### src/include/artc_defines.vh
// constants for the asynchronous real-time counter block
// Functional notes
// - 16-bit counter runs from prescaled reference
// - keeps counting in sleep, requests wake
// - reference clock chosen outside this block
// - 10-bit prescaler, ratio from control bits 2:0
// - code 000 stops the counter
// - codes 001/010/011 divide by 1/2/8
// - match request one count after equal compare
// - wrap request one count after equal top
// - wrap returns count value to zero
// - events thinned: top 0 third, 1 second
// - top two or more: every event passes
// - system writes except flag clears act only after synchronisation
// - pending flag high while writes cross domains
// - count/top/compare writes act after two edges
// - flags set next count, clear by ack/one
// - compare above top never matches
`ifndef ARTC_DEFINES_VH
`define ARTC_DEFINES_VH

// register indices, byte address is four times the index
`define ARTC_IDX_CTRL 4'h0
`define ARTC_IDX_STATUS 4'h1
`define ARTC_IDX_FLAGS 4'h3
`define ARTC_IDX_CNT 4'h8
`define ARTC_IDX_TOP 4'ha
`define ARTC_IDX_COMP 4'hc

// field layout
`define ARTC_PSC_MSB 2
`define ARTC_BIT_MATCH 1
`define ARTC_BIT_WRAP 0

// reset values
`define ARTC_CTRL_RST 3'h0
`define ARTC_TOP_RST 16'hffff
`define ARTC_CNT_RST 16'h0000
`define ARTC_COMP_RST 16'h0000

// prescaler terminal counts (ratio minus one)
`define ARTC_TC_DIV1 10'h000
`define ARTC_TC_DIV2 10'h001
`define ARTC_TC_DIV8 10'h007
`define ARTC_TC_DIV16 10'h00f
`define ARTC_TC_DIV64 10'h03f
`define ARTC_TC_DIV256 10'h0ff
`define ARTC_TC_DIV1024 10'h3ff

// reference edges a crossing write waits before acting
`define ARTC_SYNC_EDGES 2'h2

// event thinning ratios
`define ARTC_EVT_DIV_TOP0 2'h3
`define ARTC_EVT_DIV_TOP1 2'h2
`define ARTC_EVT_DIV_FULL 2'h1

// ahb transfer type bit that marks an active transfer
`define ARTC_HTRANS_ACTIVE 1
`endif

### src/rtl/artc_prescaler.v
// programmable 10-bit prescaler for the reference tick
`timescale 1ns/1ps
`include "artc_defines.vh"
module artc_prescaler (
  // clock and reset
  input wire hclk,
  input wire hresetn,
  // reference edge and selection
  input wire ref_tick,
  input wire [2:0] psc_sel,
  // one-cycle count strobe
  output reg count_tick
);

  reg [9:0] div_q; // edges seen since last strobe
  reg [9:0] div_d;
  reg tick_d;

  // terminal value for each selection code
  function [9:0] term_of;
    input [2:0] sel;
    begin
      case (sel)
        3'h1: term_of = `ARTC_TC_DIV1;
        3'h2: term_of = `ARTC_TC_DIV2;
        3'h3: term_of = `ARTC_TC_DIV8;
        3'h4: term_of = `ARTC_TC_DIV16;
        3'h5: term_of = `ARTC_TC_DIV64;
        3'h6: term_of = `ARTC_TC_DIV256;
        3'h7: term_of = `ARTC_TC_DIV1024;
        default: term_of = `ARTC_TC_DIV1;
      endcase
    end
  endfunction

  // divide reference edges; code zero clears the divider and gives no strobe
  always @* begin
    div_d = div_q;
    tick_d = 1'b0;
    if (psc_sel == 3'h0) begin
      div_d = 10'h000;
    end else if (ref_tick) begin
      if (div_q >= term_of(psc_sel)) begin
        div_d = 10'h000;
        tick_d = 1'b1;
      end else begin
        div_d = div_q + 10'h001;
      end
    end
  end

  // state and registered strobe
  always @(posedge hclk or negedge hresetn) begin
    if (!hresetn) begin
      div_q <= 10'h000;
      count_tick <= 1'b0;
    end else begin
      div_q <= div_d;
      count_tick <= tick_d;
    end
  end
endmodule

### src/rtl/artc_top.v
// real-time counter with ahb-lite register access
`timescale 1ns/1ps
`include "artc_defines.vh"
module artc_top (
  // system clock and reset
  input wire hclk,
  input wire hresetn,
  // ahb-lite slave
  input wire hsel,
  input wire [31:0] haddr,
  input wire [1:0] htrans,
  input wire hwrite,
  input wire [2:0] hsize,
  input wire [31:0] hwdata,
  input wire hready,
  output reg hreadyout,
  output reg [31:0] hrdata,
  output reg hresp,
  // reference clock tap, selected outside
  input wire ref_clk_in,
  // interrupt vector acknowledges
  input wire match_ack,
  input wire wrap_ack,
  // requests and events
  output reg match_irq,
  output reg wrap_irq,
  output reg match_evt,
  output reg wrap_evt
);

  // reference input synchroniser and edge detector
  reg ref_s1_q;
  reg ref_s2_q;
  reg ref_s3_q;
  wire ref_tick; // one pulse per reference rising edge

  // software-side shadow values
  reg [2:0] ctrl_sw_q; // written prescaler code
  reg [15:0] top_sw_q; // written top value
  reg [15:0] comp_sw_q; // written compare value
  reg [15:0] cnt_wr_q; // written count value
  reg cnt_wr_pend_q; // a count write is waiting

  // live values used by the counting logic
  reg [2:0] psc_q;
  reg [15:0] top_q;
  reg [15:0] comp_q;
  reg [15:0] cnt_q;

  // crossing state
  reg domain_sync_pending_q;
  reg [1:0] sync_edges_q;

  // flags raised in the count path, then synchronised
  reg match_raw_q; // toggles per match
  reg wrap_raw_q; // toggles per wrap
  reg match_s1_q;
  reg match_s2_q;
  reg match_s3_q;
  reg wrap_s1_q;
  reg wrap_s2_q;
  reg wrap_s3_q;
  reg match_flag_q;
  reg wrap_flag_q;

  // event thinning counters
  reg [1:0] match_div_q;
  reg [1:0] wrap_div_q;

  // bus state
  reg wr_pend_q; // write data phase pending
  reg rd_pend_q; // read wait state pending
  reg [3:0] idx_q; // latched register index
  reg idx_ok_q; // latched address is word-aligned and in range

  wire count_tick;
  wire addr_phase;
  wire wr_now;
  wire sync_done;
  wire match_hit;
  wire wrap_hit;
  wire match_sys;
  wire wrap_sys;
  wire clr_match;
  wire clr_wrap;

  // thinning ratio for a given top value
  function [1:0] evt_ratio;
    input [15:0] top;
    begin
      if (top == 16'h0000) begin
        evt_ratio = `ARTC_EVT_DIV_TOP0;
      end else if (top == 16'h0001) begin
        evt_ratio = `ARTC_EVT_DIV_TOP1;
      end else begin
        evt_ratio = `ARTC_EVT_DIV_FULL;
      end
    end
  endfunction

  // next thinning count after one more occurrence
  function [1:0] div_next;
    input [1:0] cur;
    input [1:0] ratio;
    begin
      if (cur + 2'h1 >= ratio) begin
        div_next = 2'h0;
      end else begin
        div_next = cur + 2'h1;
      end
    end
  endfunction

  // register read mux, reserved bits read zero
  function [31:0] rd_mux;
    input [3:0] idx;
    input ok;
    begin
      rd_mux = 32'h0000_0000;
      if (ok) begin
        case (idx)
          `ARTC_IDX_CTRL: rd_mux = {29'h0, ctrl_sw_q};
          `ARTC_IDX_STATUS: rd_mux = {31'h0, domain_sync_pending_q};
          `ARTC_IDX_FLAGS: rd_mux = {30'h0, match_flag_q, wrap_flag_q};
          `ARTC_IDX_CNT: rd_mux = {16'h0, cnt_q};
          `ARTC_IDX_TOP: rd_mux = {16'h0, top_sw_q};
          `ARTC_IDX_COMP: rd_mux = {16'h0, comp_sw_q};
          default: rd_mux = 32'h0000_0000;
        endcase
      end
    end
  endfunction

  assign ref_tick = ref_s2_q & ~ref_s3_q;
  assign addr_phase = hsel & hready & htrans[`ARTC_HTRANS_ACTIVE];
  assign wr_now = wr_pend_q & idx_ok_q;
  // the crossing completes on the second reference edge
  assign sync_done = domain_sync_pending_q & ref_tick &
    (sync_edges_q + 2'h1 == `ARTC_SYNC_EDGES);
  // compare above top can never be reached
  assign match_hit = count_tick & (cnt_q == comp_q) & (comp_q <= top_q);
  assign wrap_hit = count_tick & (cnt_q == top_q);
  assign match_sys = match_s2_q ^ match_s3_q;
  assign wrap_sys = wrap_s2_q ^ wrap_s3_q;
  // write-one clear or vector acknowledge
  assign clr_match = match_ack | (wr_now & (idx_q == `ARTC_IDX_FLAGS) & hwdata[`ARTC_BIT_MATCH]);
  assign clr_wrap = wrap_ack | (wr_now & (idx_q == `ARTC_IDX_FLAGS) & hwdata[`ARTC_BIT_WRAP]);

  // prescaler in the reference counting path
  artc_prescaler u_psc (
    .hclk(hclk),
    .hresetn(hresetn),
    .ref_tick(ref_tick),
    .psc_sel(psc_q),
    .count_tick(count_tick)
  );

  // reference tap synchroniser; the second and third stages feed the edge detector
  always @(posedge hclk or negedge hresetn) begin
    if (!hresetn) begin
      ref_s1_q <= 1'b0;
      ref_s2_q <= 1'b0;
      ref_s3_q <= 1'b0;
    end else begin
      ref_s1_q <= ref_clk_in;
      ref_s2_q <= ref_s1_q;
      ref_s3_q <= ref_s2_q;
    end
  end

  // ahb slave: writes zero-wait, reads take one wait state
  always @(posedge hclk or negedge hresetn) begin
    if (!hresetn) begin
      hreadyout <= 1'b1;
      hrdata <= 32'h0000_0000;
      hresp <= 1'b0;
      wr_pend_q <= 1'b0;
      rd_pend_q <= 1'b0;
      idx_q <= 4'h0;
      idx_ok_q <= 1'b0;
    end else begin
      hresp <= 1'b0; // always okay
      wr_pend_q <= 1'b0;
      if (rd_pend_q) begin
        // data sampled after any earlier write's data phase has updated the shadows
        hrdata <= rd_mux(idx_q, idx_ok_q);
        hreadyout <= 1'b1;
        rd_pend_q <= 1'b0;
      end else if (addr_phase) begin
        idx_q <= haddr[5:2];
        idx_ok_q <= (haddr[1:0] == 2'h0) & (haddr[31:6] == 26'h0);
        wr_pend_q <= hwrite;
        rd_pend_q <= ~hwrite;
        hreadyout <= hwrite;
      end
    end
  end

  // software shadows and the crossing handshake
  always @(posedge hclk or negedge hresetn) begin
    if (!hresetn) begin
      ctrl_sw_q <= `ARTC_CTRL_RST;
      top_sw_q <= `ARTC_TOP_RST;
      comp_sw_q <= `ARTC_COMP_RST;
      cnt_wr_q <= `ARTC_CNT_RST;
      cnt_wr_pend_q <= 1'b0;
      domain_sync_pending_q <= 1'b0;
      sync_edges_q <= 2'h0;
    end else begin
      if (wr_now & ((idx_q == `ARTC_IDX_CTRL) | (idx_q == `ARTC_IDX_CNT) |
          (idx_q == `ARTC_IDX_TOP) | (idx_q == `ARTC_IDX_COMP))) begin
        // a new write restarts the crossing
        domain_sync_pending_q <= 1'b1;
        sync_edges_q <= 2'h0;
        case (idx_q)
          `ARTC_IDX_CTRL: ctrl_sw_q <= hwdata[`ARTC_PSC_MSB:0];
          `ARTC_IDX_CNT: begin
            cnt_wr_q <= hwdata[15:0];
            cnt_wr_pend_q <= 1'b1;
          end
          `ARTC_IDX_TOP: top_sw_q <= hwdata[15:0];
          default: comp_sw_q <= hwdata[15:0];
        endcase
      end else if (sync_done) begin
        domain_sync_pending_q <= 1'b0;
        sync_edges_q <= 2'h0;
        cnt_wr_pend_q <= 1'b0;
      end else if (domain_sync_pending_q & ref_tick) begin
        sync_edges_q <= sync_edges_q + 2'h1;
      end
    end
  end

  // live configuration and the counter itself
  always @(posedge hclk or negedge hresetn) begin
    if (!hresetn) begin
      psc_q <= `ARTC_CTRL_RST;
      top_q <= `ARTC_TOP_RST;
      comp_q <= `ARTC_COMP_RST;
      cnt_q <= `ARTC_CNT_RST;
    end else begin
      if (sync_done) begin
        psc_q <= ctrl_sw_q;
        top_q <= top_sw_q;
        comp_q <= comp_sw_q;
      end
      // a landing count write beats a count in the same cycle
      if (sync_done & cnt_wr_pend_q) begin
        cnt_q <= cnt_wr_q;
      end else if (wrap_hit) begin
        cnt_q <= 16'h0000;
      end else if (count_tick) begin
        cnt_q <= cnt_q + 16'h0001;
      end
    end
  end

  // count path raises toggles, system side sees them synchronised
  always @(posedge hclk or negedge hresetn) begin
    if (!hresetn) begin
      match_raw_q <= 1'b0;
      wrap_raw_q <= 1'b0;
      match_s1_q <= 1'b0;
      match_s2_q <= 1'b0;
      match_s3_q <= 1'b0;
      wrap_s1_q <= 1'b0;
      wrap_s2_q <= 1'b0;
      wrap_s3_q <= 1'b0;
    end else begin
      if (match_hit) begin
        match_raw_q <= ~match_raw_q;
      end
      if (wrap_hit) begin
        wrap_raw_q <= ~wrap_raw_q;
      end
      match_s1_q <= match_raw_q;
      match_s2_q <= match_s1_q;
      match_s3_q <= match_s2_q;
      wrap_s1_q <= wrap_raw_q;
      wrap_s2_q <= wrap_s1_q;
      wrap_s3_q <= wrap_s2_q;
    end
  end

  // sticky flags: a set in the clearing cycle wins
  always @(posedge hclk or negedge hresetn) begin
    if (!hresetn) begin
      match_flag_q <= 1'b0;
      wrap_flag_q <= 1'b0;
      match_irq <= 1'b0;
      wrap_irq <= 1'b0;
    end else begin
      match_flag_q <= match_sys | (match_flag_q & ~clr_match);
      wrap_flag_q <= wrap_sys | (wrap_flag_q & ~clr_wrap);
      // requests stay live in sleep so they can wake the core
      match_irq <= match_sys | (match_flag_q & ~clr_match);
      wrap_irq <= wrap_sys | (wrap_flag_q & ~clr_wrap);
    end
  end

  // events: thinned for tiny top values, one per occurrence otherwise
  always @(posedge hclk or negedge hresetn) begin
    if (!hresetn) begin
      match_div_q <= 2'h0;
      wrap_div_q <= 2'h0;
      match_evt <= 1'b0;
      wrap_evt <= 1'b0;
    end else begin
      match_evt <= 1'b0;
      wrap_evt <= 1'b0;
      if (match_sys) begin
        match_div_q <= div_next(match_div_q, evt_ratio(top_q));
        match_evt <= (div_next(match_div_q, evt_ratio(top_q)) == 2'h0);
      end
      if (wrap_sys) begin
        wrap_div_q <= div_next(wrap_div_q, evt_ratio(top_q));
        wrap_evt <= (div_next(wrap_div_q, evt_ratio(top_q)) == 2'h0);
      end
    end
  end
endmodule

### config.mk
export PLATFORM = sky130hd
export DESIGN_NAME = artc_top
export DESIGN_NICKNAME = d
export VERILOG_FILES = /design/src/rtl/artc_prescaler.v /design/src/rtl/artc_top.v
export VERILOG_INCLUDE_DIRS = /design/src /design/src/include
export SDC_FILE = /design/constraint.sdc
export NUM_CORES = 1
export LEC_CHECK = 0
export BUFFER_PORTS_ARGS = -buffer_cell sky130_fd_sc_hd__buf_2
export CAP_MARGIN = 10
export CORE_AREA = 4 4 133 262
export CTS_CLUSTER_SIZE = 25
export DETAILED_ROUTE_END_ITERATION = 7
export DIE_AREA = 0 0 137 266
export PLACE_DENSITY = 0.46
export SKIP_CTS_REPAIR_TIMING = 1
export SYNTH_ARGS = -nofsm -noshare
export SYNTH_HDL_FRONTEND = slang
export SYNTH_SLANG_ARGS = --single-unit
### constraint.sdc
create_clock -name hclk -period 1.99 [get_ports hclk]
set_input_delay 0.398 -clock hclk [delete_from_list [all_inputs] [get_ports hclk]]
set_output_delay 0.398 -clock hclk [all_outputs]
set_load 0.01 [all_outputs]
==> impl_metrics.env, run 1 <==
export IMPL_ys_top_cells_by_area="dfrtp_1 (39%), dfstp_2 (11%), mux2_2 (6.1%)"
export IMPL_netlist_cell_type_count=58
export IMPL_clk_pin_slew_ps=70
export IMPL_gp_congestion=0.8382
export IMPL_final_cell_count_no_fill=1387
export IMPL_tns_ps=-1230
export IMPL_cts_buffer_depth=2
export IMPL_cp_max_fo=3
export IMPL_regArea_um2=4049
export IMPL_max_slew_margin_pct=64.09
export IMPL_drive_above_1_share_pct=38.01
export IMPL_clock_sinks=160
export IMPL_fill_cells=3501
export IMPL_drc=0
export IMPL_grt_pass1_wl_um=39720
export IMPL_worst_setup_path_start_kind="flop"
export IMPL_wl_met2_um=16460
export IMPL_synth_top_cell_by_area="dfrtp_1"
export IMPL_stdcell_area_um2=10790
export IMPL_worst_slack_ps=-201.5
export IMPL_fmax_mhz=456.3
export IMPL_setup_viol_count_final=22
export IMPL_dp_slack_ps=-241.1
export IMPL_slowest_delay_ps=590
export IMPL_wl_met1_um=8503
export IMPL_skew_ps=10.55
export IMPL_syn_area_per_cell_um2=10.55
export IMPL_whs_ps=50.87
export IMPL_cp_cell_sequence="inv_1 > ha_1 > nand2_1 > or4_4 > a21oi_2 > nor3_1 > o21ai_1 > xnor2_1"
export IMPL_r2r_slack_ps=-200
export IMPL_status="complete, but fails checks"
export IMPL_crit_path_top_delay_cell="dfstp_2"
export IMPL_maxSlewViolCount=0
export IMPL_antenna_found_initial=0
export IMPL_die_w_um=137
export IMPL_crit_family="simple AND/OR/NAND/NOR gates"
export IMPL_p_per_area_nw_per_um2=671.4
export IMPL_maxCapViolCount=0
export IMPL_cts_buffers=17
export IMPL_fin_util_pct=32.78
export IMPL_drt_wirelength_per_cell_um=19.13
export IMPL_ys_flop_type="dfrtp_1"
export IMPL_vias=6416
export IMPL_dp_cells=1347
export IMPL_endpoint_kind="flop"
export IMPL_rows=94
export IMPL_multi_input_comb_area_um2=4113
export IMPL_cts_max_level=4
export IMPL_critPathBufInv=1
export IMPL_antennaDiodeCount=0
export IMPL_drtPass1Iterations=6
export IMPL_coreArea_um2=32930
export IMPL_grt_usage_pct=14.79
export IMPL_period_needed_ps=2191
export IMPL_ys_warn_count=0
export IMPL_ys_ff_latch=160
export IMPL_grt_overflow_total=0
export IMPL_crit_arrival_ps=2560
export IMPL_required_ps=2360
export IMPL_async_flop_share_pct=100.0
export IMPL_io_pins=115
export IMPL_areaGrowthSynthToFinish_pct=32.89
export IMPL_finalWirelength_um=26530
export IMPL_ant_nets=0
export IMPL_cts_root_buf="clkbuf_16"
export IMPL_syn_area_um2=8123
export IMPL_placed_area_um2=9732
export IMPL_synth_seq_area_share_pct=49.80
export IMPL_timing_final_crit_share_pct=110.1
export IMPL_via_per_inst=4.626
export IMPL_worstHoldPathType="in -> reg"
export IMPL_clk_latency_ps=450
export IMPL_syn_inst=770
export IMPL_start_util_pct=24.67
export IMPL_power_mw=7.247
export IMPL_rsz0062_at_grt="yes"
export IMPL_path_class="reg -> reg"
export IMPL_dieArea_um2=36440
export IMPL_nets=1052
export IMPL_synth_top_cell_area_share_pct=39.13
export IMPL_chipHeight_um=266
export IMPL_drt_initial_drc_count=286
export IMPL_io_buffers=77
export IMPL_worst_pin_slew_ps=538.7
export IMPL_peakVddDrop_mv=0.5954
export IMPL_cts_tree="built"
export IMPL_met3WireLength_um=523
export IMPL_synth_edf_count=0
export IMPL_grt_max_degree=55
export IMPL_violations="setup timing"
export IMPL_routed_top_layer="met4"
export IMPL_p_leak_nw=5.187
export IMPL_hpwl_um=20110
export IMPL_hold_viol=0
export IMPL_grt_pass1_vias=6690
==> where the power goes <==
part	switching (mW)	total (mW)	leakage, nW	internal [mW]
Sequential	0.0292	3.31	2.10	3.28
Clock	1.48	3.51	0.303	2.03
Combinational	0.281	0.427	2.79	0.146
==> sequential cells by signal, indices dropped and copies added (netlist names), 3 cells and up <==
name and count:
idx_q 4, top_q 16, top_sw_q 16, u_psc.div_q 10, cnt_wr_q 16, cnt_q 16, comp_sw_q 16, hrdata 16
psc_q 3, comp_q 16, ctrl_sw_q 3
==> cells by family after synthesis <==
group                    synth area share, %
AO/OA/AOI/OAI                          10.75
XOR/XNOR                               5.715
adder cells (fa/ha/maj)                5.206
buffers and inverters                  5.114
flip-flops                             49.80
multiplexers                           7.748
other                                0.04617
AND/OR/NAND/NOR                        15.62
==> layer usage <==
layer | GRT usage, % | vias up
met5 | 0 | -
met4 | 6.965 | 0
met3 | 1.909 | 42
met2 | 30.58 | 111
met1 | 13.48 | 3224
li1 | - | 3039
==> layout by cell type, fill, tap and decap left out, drive strengths merged, types with 4 or more instances in the layout <==
master | Yosys | final
dfstp | 33 | 33
and3 | 14 | 14
conb | 1 | 17
mux2 | 55 | 55
nand4 | 14 | 14
a221o | 6 | 6
nand3b | 4 | 4
a222oi | 14 | 14
xnor2 | 13 | 13
a31oi | 4 | 4
dfrtp | 127 | 127
nand3 | 22 | 22
xor2 | 40 | 40
clkbuf | 25 | 18
o21ai | 43 | 43
a21oi | 23 | 23
ha | 33 | 33
buf | 30 | 191
o31ai | 6 | 6
nor3 | 10 | 10
clkinv | 1 | 7
inv | 28 | 32
nor2 | 23 | 23
nand2b | 9 | 9
nor2b | 7 | 7
and2 | 5 | 5
o2bb2ai | 16 | 16
a21o | 5 | 5
nand2 | 115 | 115
nor4 | 18 | 18
==> path summary, 6_finish.rpt <==
check	from	end	cells after the start
max	top_q[5]	match_raw_q	8
max in group asynchronous	hresetn	top_sw_q[12]	3
min in group asynchronous	hresetn	idx_ok_q	2
min reg2reg	wrap_s1_q	wrap_s2_q	0
max reg2reg	top_q[5]	match_raw_q	8
min	ref_clk_in	ref_s1_q	1
==> synth_stat cells, types with 14 or more instances <==
library cell,number
dfrtp_1,127
mux2_2,44
nand2_1,115
a222oi_1,14
nor4_1,15
o2bb2ai_1,16
dfstp_2,33
a21oi_1,23
ha_1,33
xor2_1,40
o21ai_0,34
inv_1,27
buf_4,19
nand4_1,14
nor2_1,23
nand3_1,22
clkbuf_1,25
and3_1,14
==> area by class of cell <==
type	instances	area share [%]
clock buffers	18	4.069
repair buffers	192	12.63
well taps	432	5.008
multi-input cells	542	38.10
inverters	29	1.008
flip-flops and latches	160	37.51
clock inverters	14	1.669
Power figures use the tool's default switching activity.
==> run 2: changes to the inputs <==
--- a/config.mk
+++ b/config.mk
@@ -12,7 +12,7 @@
 export CTS_CLUSTER_SIZE = 25
 export DETAILED_ROUTE_END_ITERATION = 7
 export DIE_AREA = 0 0 137 266
-export PLACE_DENSITY = 0.46
+export PLACE_DENSITY = 0.45
 export SKIP_CTS_REPAIR_TIMING = 1
 export SYNTH_ARGS = -nofsm -noshare
 export SYNTH_HDL_FRONTEND = slang
==> constraint.sdc (replaced) <==
create_clock -name hclk -period 2.39 [get_ports hclk]
set_input_delay 0.1195 -clock hclk [delete_from_list [all_inputs] [get_ports hclk]]
set_output_delay 0.1195 -clock hclk [all_outputs]
set_load 0.01 [all_outputs]
==> impl_metrics.env, run 2 (synthesis gave the netlist of run 1 again) <==
export IMPL_status="complete, but fails checks"
export IMPL_violations="hold timing"
export IMPL_rows=94
export IMPL_clock_sinks=160
export IMPL_maxCapViolCount=0
export IMPL_grt_overflow_total=0
export IMPL_antennaDiodeCount=0
export IMPL_timing_final_crit_share_pct=93.79
export IMPL_via_per_inst=4.645
export IMPL_required_ps=2750
export IMPL_power_mw=5.871
export IMPL_fill_cells=3513
export IMPL_cts_tree="built"
export IMPL_stdcell_area_um2=10140
export IMPL_drc=0
export IMPL_grt_pass1_wl_um=40080
export IMPL_r2r_cells=9
export IMPL_hold_depth=3
export IMPL_r2r_end="match_div_q[1]"
export IMPL_skew_ps=8.915
export IMPL_io_buffers=77
export IMPL_chipHeight_um=266
export IMPL_comb_power_share_pct=6.4
export IMPL_drive_above_1_share_pct=27.45
export IMPL_placed_area_um2=9265
export IMPL_max_slew_margin_pct=56.53
export IMPL_endpoint_kind="flop"
export IMPL_drt_initial_drc_count=259
export IMPL_start_util_pct=24.67
export IMPL_cts_root_buf="clkbuf_16"
export IMPL_ant_nets=0
export IMPL_crit_arrival_ps=2600
export IMPL_whs_endpoint="hreadyout"
export IMPL_seqPwrFrac_pct=47.0
export IMPL_finalWirelength_um=26070
export IMPL_swShare_pct=24.64
export IMPL_gp_congestion=0.8359
export IMPL_nets=1016
export IMPL_antenna_found_initial=0
export IMPL_met3WireLength_um=612
export IMPL_dp_slack_ps=77.59
export IMPL_grt_pass1_vias=6745
export IMPL_worst_pin_slew_ps=652.1
export IMPL_routed_top_layer="met4"
export IMPL_rr_startpoint="top_q[6]"
export IMPL_cts_max_level=4
export IMPL_p_per_area_nw_per_um2=578.8
export IMPL_layout_common_cells="dfrtp_1 (127), nand2_1 (115), buf_2 (76)"
export IMPL_p_sw_mw=1.446
export IMPL_p_leak_nw=4.848
export IMPL_cts_buffer_depth=2
export IMPL_grt_usage_pct=14.83
export IMPL_worst_setup_path_start_kind="flop"
export IMPL_vias=6271
export IMPL_hpwl_um=19700
export IMPL_p_int_mw=4.424
export IMPL_peakVddDrop_mv=0.4719
export IMPL_worst_slack_ps=148.5
export IMPL_layout_commonest_cell="dfrtp_1"
export IMPL_cp_max_fo=3
export IMPL_die_w_um=137
export IMPL_fmax_mhz=446.1
export IMPL_wl_met2_um=15580
export IMPL_clk_latency_ps=440
export IMPL_io_pins=115
export IMPL_setup_viol_count_final=0
export IMPL_p_clk_share_pct=46.6
export IMPL_period_needed_ps=2241
export IMPL_startpoint="top_q[6]"
export IMPL_cts_buffers=17
export IMPL_dieArea_um2=36440
export IMPL_drt_wirelength_per_cell_um=19.31
export IMPL_clk_pin_slew_ps=70
export IMPL_coreArea_um2=32930
export IMPL_tns_ps=0
export IMPL_rsz0062_at_grt="no"
export IMPL_wl_met1_um=8678
export IMPL_drtPass1Iterations=5
export IMPL_path_class="reg -> reg"
export IMPL_worstHoldPathType="in -> reg"
export IMPL_min_delay_start="hready"
export IMPL_areaGrowthSynthToFinish_pct=24.88
export IMPL_whs_ps=-2.051
export IMPL_hold_viol=1
export IMPL_grt_max_degree=49
export IMPL_maxSlewViolCount=0
export IMPL_r2r_slack_ps=150
run 2: cell count changes in the layout (fill, tap and decap cells not counted), moves of 4 or more:
cell / previous run / this run
buf_4: 102 / 47
dlygate4sd3_1: 1 / 27
o21ai_0: 21 / 33
ha_1: 23 / 33
nor2_1: 19 / 23
a21oi_1: 16 / 22
a21oi_4: 4 / 0
ha_4: 10 / 0
o21ai_1: 19 / 10
buf_6: 6 / 1
a31oi_1: 0 / 4
run 2: stage by stage:
step | std cells | utilization (%)
floorplan | 786 | -
global placement | 1292 | 28.13
detailed placement | 1292 | 28.13
CTS | 1323 | 29.90
global route | 1350 | 30.80
finish | 1350 | 30.80
run 2: critical path, stage by stage, from the launching register on:
cell and delay [ps]:
dfstp_2 390, nor4_2 330, nand4_1 190, or2_2 330
ha_1 270, nand2b_1 130, a21oi_1 220, nor2b_1 150
o21ai_0 70, o21ai_0 70
run 2: how the worst max path moves through the flow:
stage | cells after the start | slack, ps | endpoint
after floorplan | 8 | 290 | u_psc.div_q[2]
after global placement | 7 | 110 | match_raw_q
after detailed placement | 9 | 80 | wrap_div_q[1]
after CTS | 8 | 50 | match_raw_q
after global routing | 8 | 7 | match_raw_q
final | 9 | 150 | match_div_q[1]
run 2: power by group through the flow:
| stage | Combinational, mW | Clock (mW) | Sequential [mW] |
|---|---|---|---|
| 2_1_floorplan | 0.157 | 0 | 2.80 |
| 3_3_place_gp | 0.344 | 0 | 2.81 |
| 3_5_place_dp | 0.347 | 0 | 2.81 |
| 4_1_cts | 0.348 | 2.84 | 2.76 |
| 5_1_grt | 0.412 | 2.92 | 2.76 |
| 6_report | 0.377 | 2.74 | 2.76 |
run 2: cell type report:
cell class	count	area [um2]	area share, %
Sequential cell	160	4045	39.88
Multi-Input combinational cell	542	3752	36.99
Timing Repair Buffer	156	1115	10.99
Tap cell	432	540.5	5.329
Clock buffer	21	480.5	4.737
Inverter	29	108.9	1.073
Clock inverter	10	101.3	0.9991
run 2: per-layer routing:
| metal | vias to the layer above | track usage, % |
|---|---|---|
| met5 | - | 0 |
| met4 | 0 | 8.477 |
| met3 | 46 | 1.625 |
| met2 | 124 | 29.31 |
| met1 | 3133 | 14.24 |
| li1 | 2968 | - |
==> run 3: changes to the inputs <==
--- a/config.mk
+++ b/config.mk
@@ -8,12 +8,13 @@
 export LEC_CHECK = 0
 export BUFFER_PORTS_ARGS = -buffer_cell sky130_fd_sc_hd__buf_2
 export CAP_MARGIN = 10
-export CORE_AREA = 4 4 133 262
+export CORE_AREA = 2 2 131 260
 export CTS_CLUSTER_SIZE = 25
 export DETAILED_ROUTE_END_ITERATION = 7
-export DIE_AREA = 0 0 137 266
+export DIE_AREA = 0 0 133 262
 export PLACE_DENSITY = 0.45
 export SKIP_CTS_REPAIR_TIMING = 1
+export SLEW_MARGIN = 25
 export SYNTH_ARGS = -nofsm -noshare
 export SYNTH_HDL_FRONTEND = slang
 export SYNTH_SLANG_ARGS = --single-unit
==> impl_metrics.env, run 3 (synthesis gave the netlist of run 1 again) <==
export IMPL_clk_pin_slew_ps=60
export IMPL_p_leak_nw=4.828
export IMPL_cp_cell_sequence="inv_1 > ha_1 > nand4_1 > or4_4 > a21oi_1 > nor3_1 > o21ai_1 > xnor2_1"
export IMPL_wl_met2_um=15010
export IMPL_r2r_cells=8
export IMPL_clock_sinks=160
export IMPL_worst_pin_slew_ps=669.9
export IMPL_via_per_inst=4.642
export IMPL_swShare_pct=24.24
export IMPL_ant_nets=0
export IMPL_grt_usage_pct=14.94
export IMPL_crit_arrival_ps=2630
export IMPL_setup_viol_count_final=0
export IMPL_rows=94
export IMPL_drtPass1Iterations=5
export IMPL_areaGrowthSynthToFinish_pct=24.48
export IMPL_timing_final_crit_share_pct=95.08
export IMPL_io_buffers=77
export IMPL_tns_ps=0
export IMPL_endpoint_kind="flop"
export IMPL_worstHoldPathType="in -> reg"
export IMPL_status="complete, but fails checks"
export IMPL_hold_depth=3
export IMPL_final_cell_count_no_fill=1351
export IMPL_start_util_pct=24.75
export IMPL_cts_max_level=4
export IMPL_layout_commonest_cell="dfrtp_1"
export IMPL_p_int_mw=4.369
export IMPL_vias=6271
export IMPL_dp_cells=1293
export IMPL_fmax_mhz=440.0
export IMPL_max_slew_margin_pct=55.34
export IMPL_drt_wirelength_per_cell_um=18.75
export IMPL_drc=0
export IMPL_gp_congestion=0.8410
export IMPL_path_class="reg -> reg"
export IMPL_p_per_area_nw_per_um2=570.4
export IMPL_skew_ps=9.832
export IMPL_hold_viol=2
export IMPL_drt_initial_drc_count=349
export IMPL_period_needed_ps=2272
export IMPL_cts_tree="built"
export IMPL_p_clk_share_pct=45.7
export IMPL_chipHeight_um=262
export IMPL_nets=1016
export IMPL_p_sw_mw=1.398
export IMPL_slowest_delay_ps=580
export IMPL_cp_max_fo=3
export IMPL_comb_power_share_pct=6.6
export IMPL_grt_pass1_wl_um=38460
export IMPL_fin_util_pct=30.81
export IMPL_maxSlewViolCount=0
export IMPL_routed_top_layer="met4"
export IMPL_antenna_found_initial=0
export IMPL_whs_ps=-18.79
export IMPL_layout_common_cells="dfrtp_1 (126), nand2_1 (115), buf_2 (76)"
export IMPL_peakVddDrop_mv=0.3888
export IMPL_grt_overflow_total=0
export IMPL_fill_cells=3429
export IMPL_dieArea_um2=34850
export IMPL_cts_buffers=17
export IMPL_required_ps=2750
export IMPL_seqPwrFrac_pct=47.8
export IMPL_violations="hold timing"
export IMPL_grt_max_degree=58
export IMPL_worst_slack_ps=117.5
export IMPL_met3WireLength_um=498
export IMPL_dp_slack_ps=75.06
export IMPL_cts_buffer_depth=2
export IMPL_cts_root_buf="clkbuf_16"
export IMPL_finalWirelength_um=25330
export IMPL_clk_latency_ps=440
export IMPL_stdcell_area_um2=10110
export IMPL_crit_path_top_delay_cell="or4_4"
export IMPL_wl_met1_um=8746
export IMPL_rsz0062_at_grt="no"
export IMPL_coreArea_um2=32810
export IMPL_placed_area_um2=9273
export IMPL_maxCapViolCount=0
export IMPL_worst_setup_path_start_kind="flop"
export IMPL_drive_above_1_share_pct=27.20
export IMPL_power_mw=5.767
export IMPL_grt_pass1_vias=6391
export IMPL_antennaDiodeCount=0
export IMPL_die_w_um=133
export IMPL_io_pins=115
export IMPL_hpwl_um=19250
==> run 3: cell types whose count changed in the layout (fill, tap and decap cells not counted), sizes merged <==
cell         before  now
buf             129  130
clkbuf           21   24
clkinvlp          3    2
dlygate4sd3      27   26
inv              30   29
==> run 3: path summary, 6_finish.rpt <==
| kind | startpoint | end | slack [ps] |
|---|---|---|---|
| worst max-delay path | top_q[14] | match_raw_q | 120 |
| worst min-delay path | hready | hreadyout | -20 |
| worst max register to register | top_q[14] | match_raw_q | 120 |
| worst min register to register | wrap_s1_q | wrap_s2_q | 350 |
| max in group asynchronous | hresetn | top_q[7] | 1500 |
| min in group asynchronous | hresetn | idx_q[2] | 170 |
==> run 3: area by class of cell <==
cell class / instances / area (um2) / share of cell area [%]
clock inverter: 8 / 81.33 / 0.8044
clock buffer: 24 / 471.7 / 4.665
multi-input combinational: 542 / 3750 / 37.09
timing repair buffer: 156 / 1112 / 11.00
sequential: 160 / 4046 / 40.02
inverter: 29 / 108.9 / 1.077
tap: 432 / 540.5 / 5.346
==> run 3: layer usage <==
| layer | GRT usage (%) | vias up |
|---|---|---|
| li1 | - | 2960 |
| met1 | 13.92 | 3156 |
| met2 | 30.87 | 116 |
| met3 | 2.025 | 39 |
| met4 | 7.557 | 0 |
| met5 | 0 | - |
==> run 3: worst max-delay path: cells and delay by family, from the launching register on <==
family,cells,cell delay [ps]
simple gates,3,800
flops,1,550
compound gates,2,340
fa+ha+maj,1,320
xor+xnor,1,130
buf+inv,1,60
==> run 3: power by group through the flow <==
stage	sequential [mW]	clock, mW	combinational, mW
2_1_floorplan	2.80	0	0.157
4_1_cts	2.75	2.71	0.351
3_3_place_gp	2.80	0	0.350
3_5_place_dp	2.80	0	0.351
6_report	2.75	2.63	0.379
5_1_grt	2.76	2.82	0.414
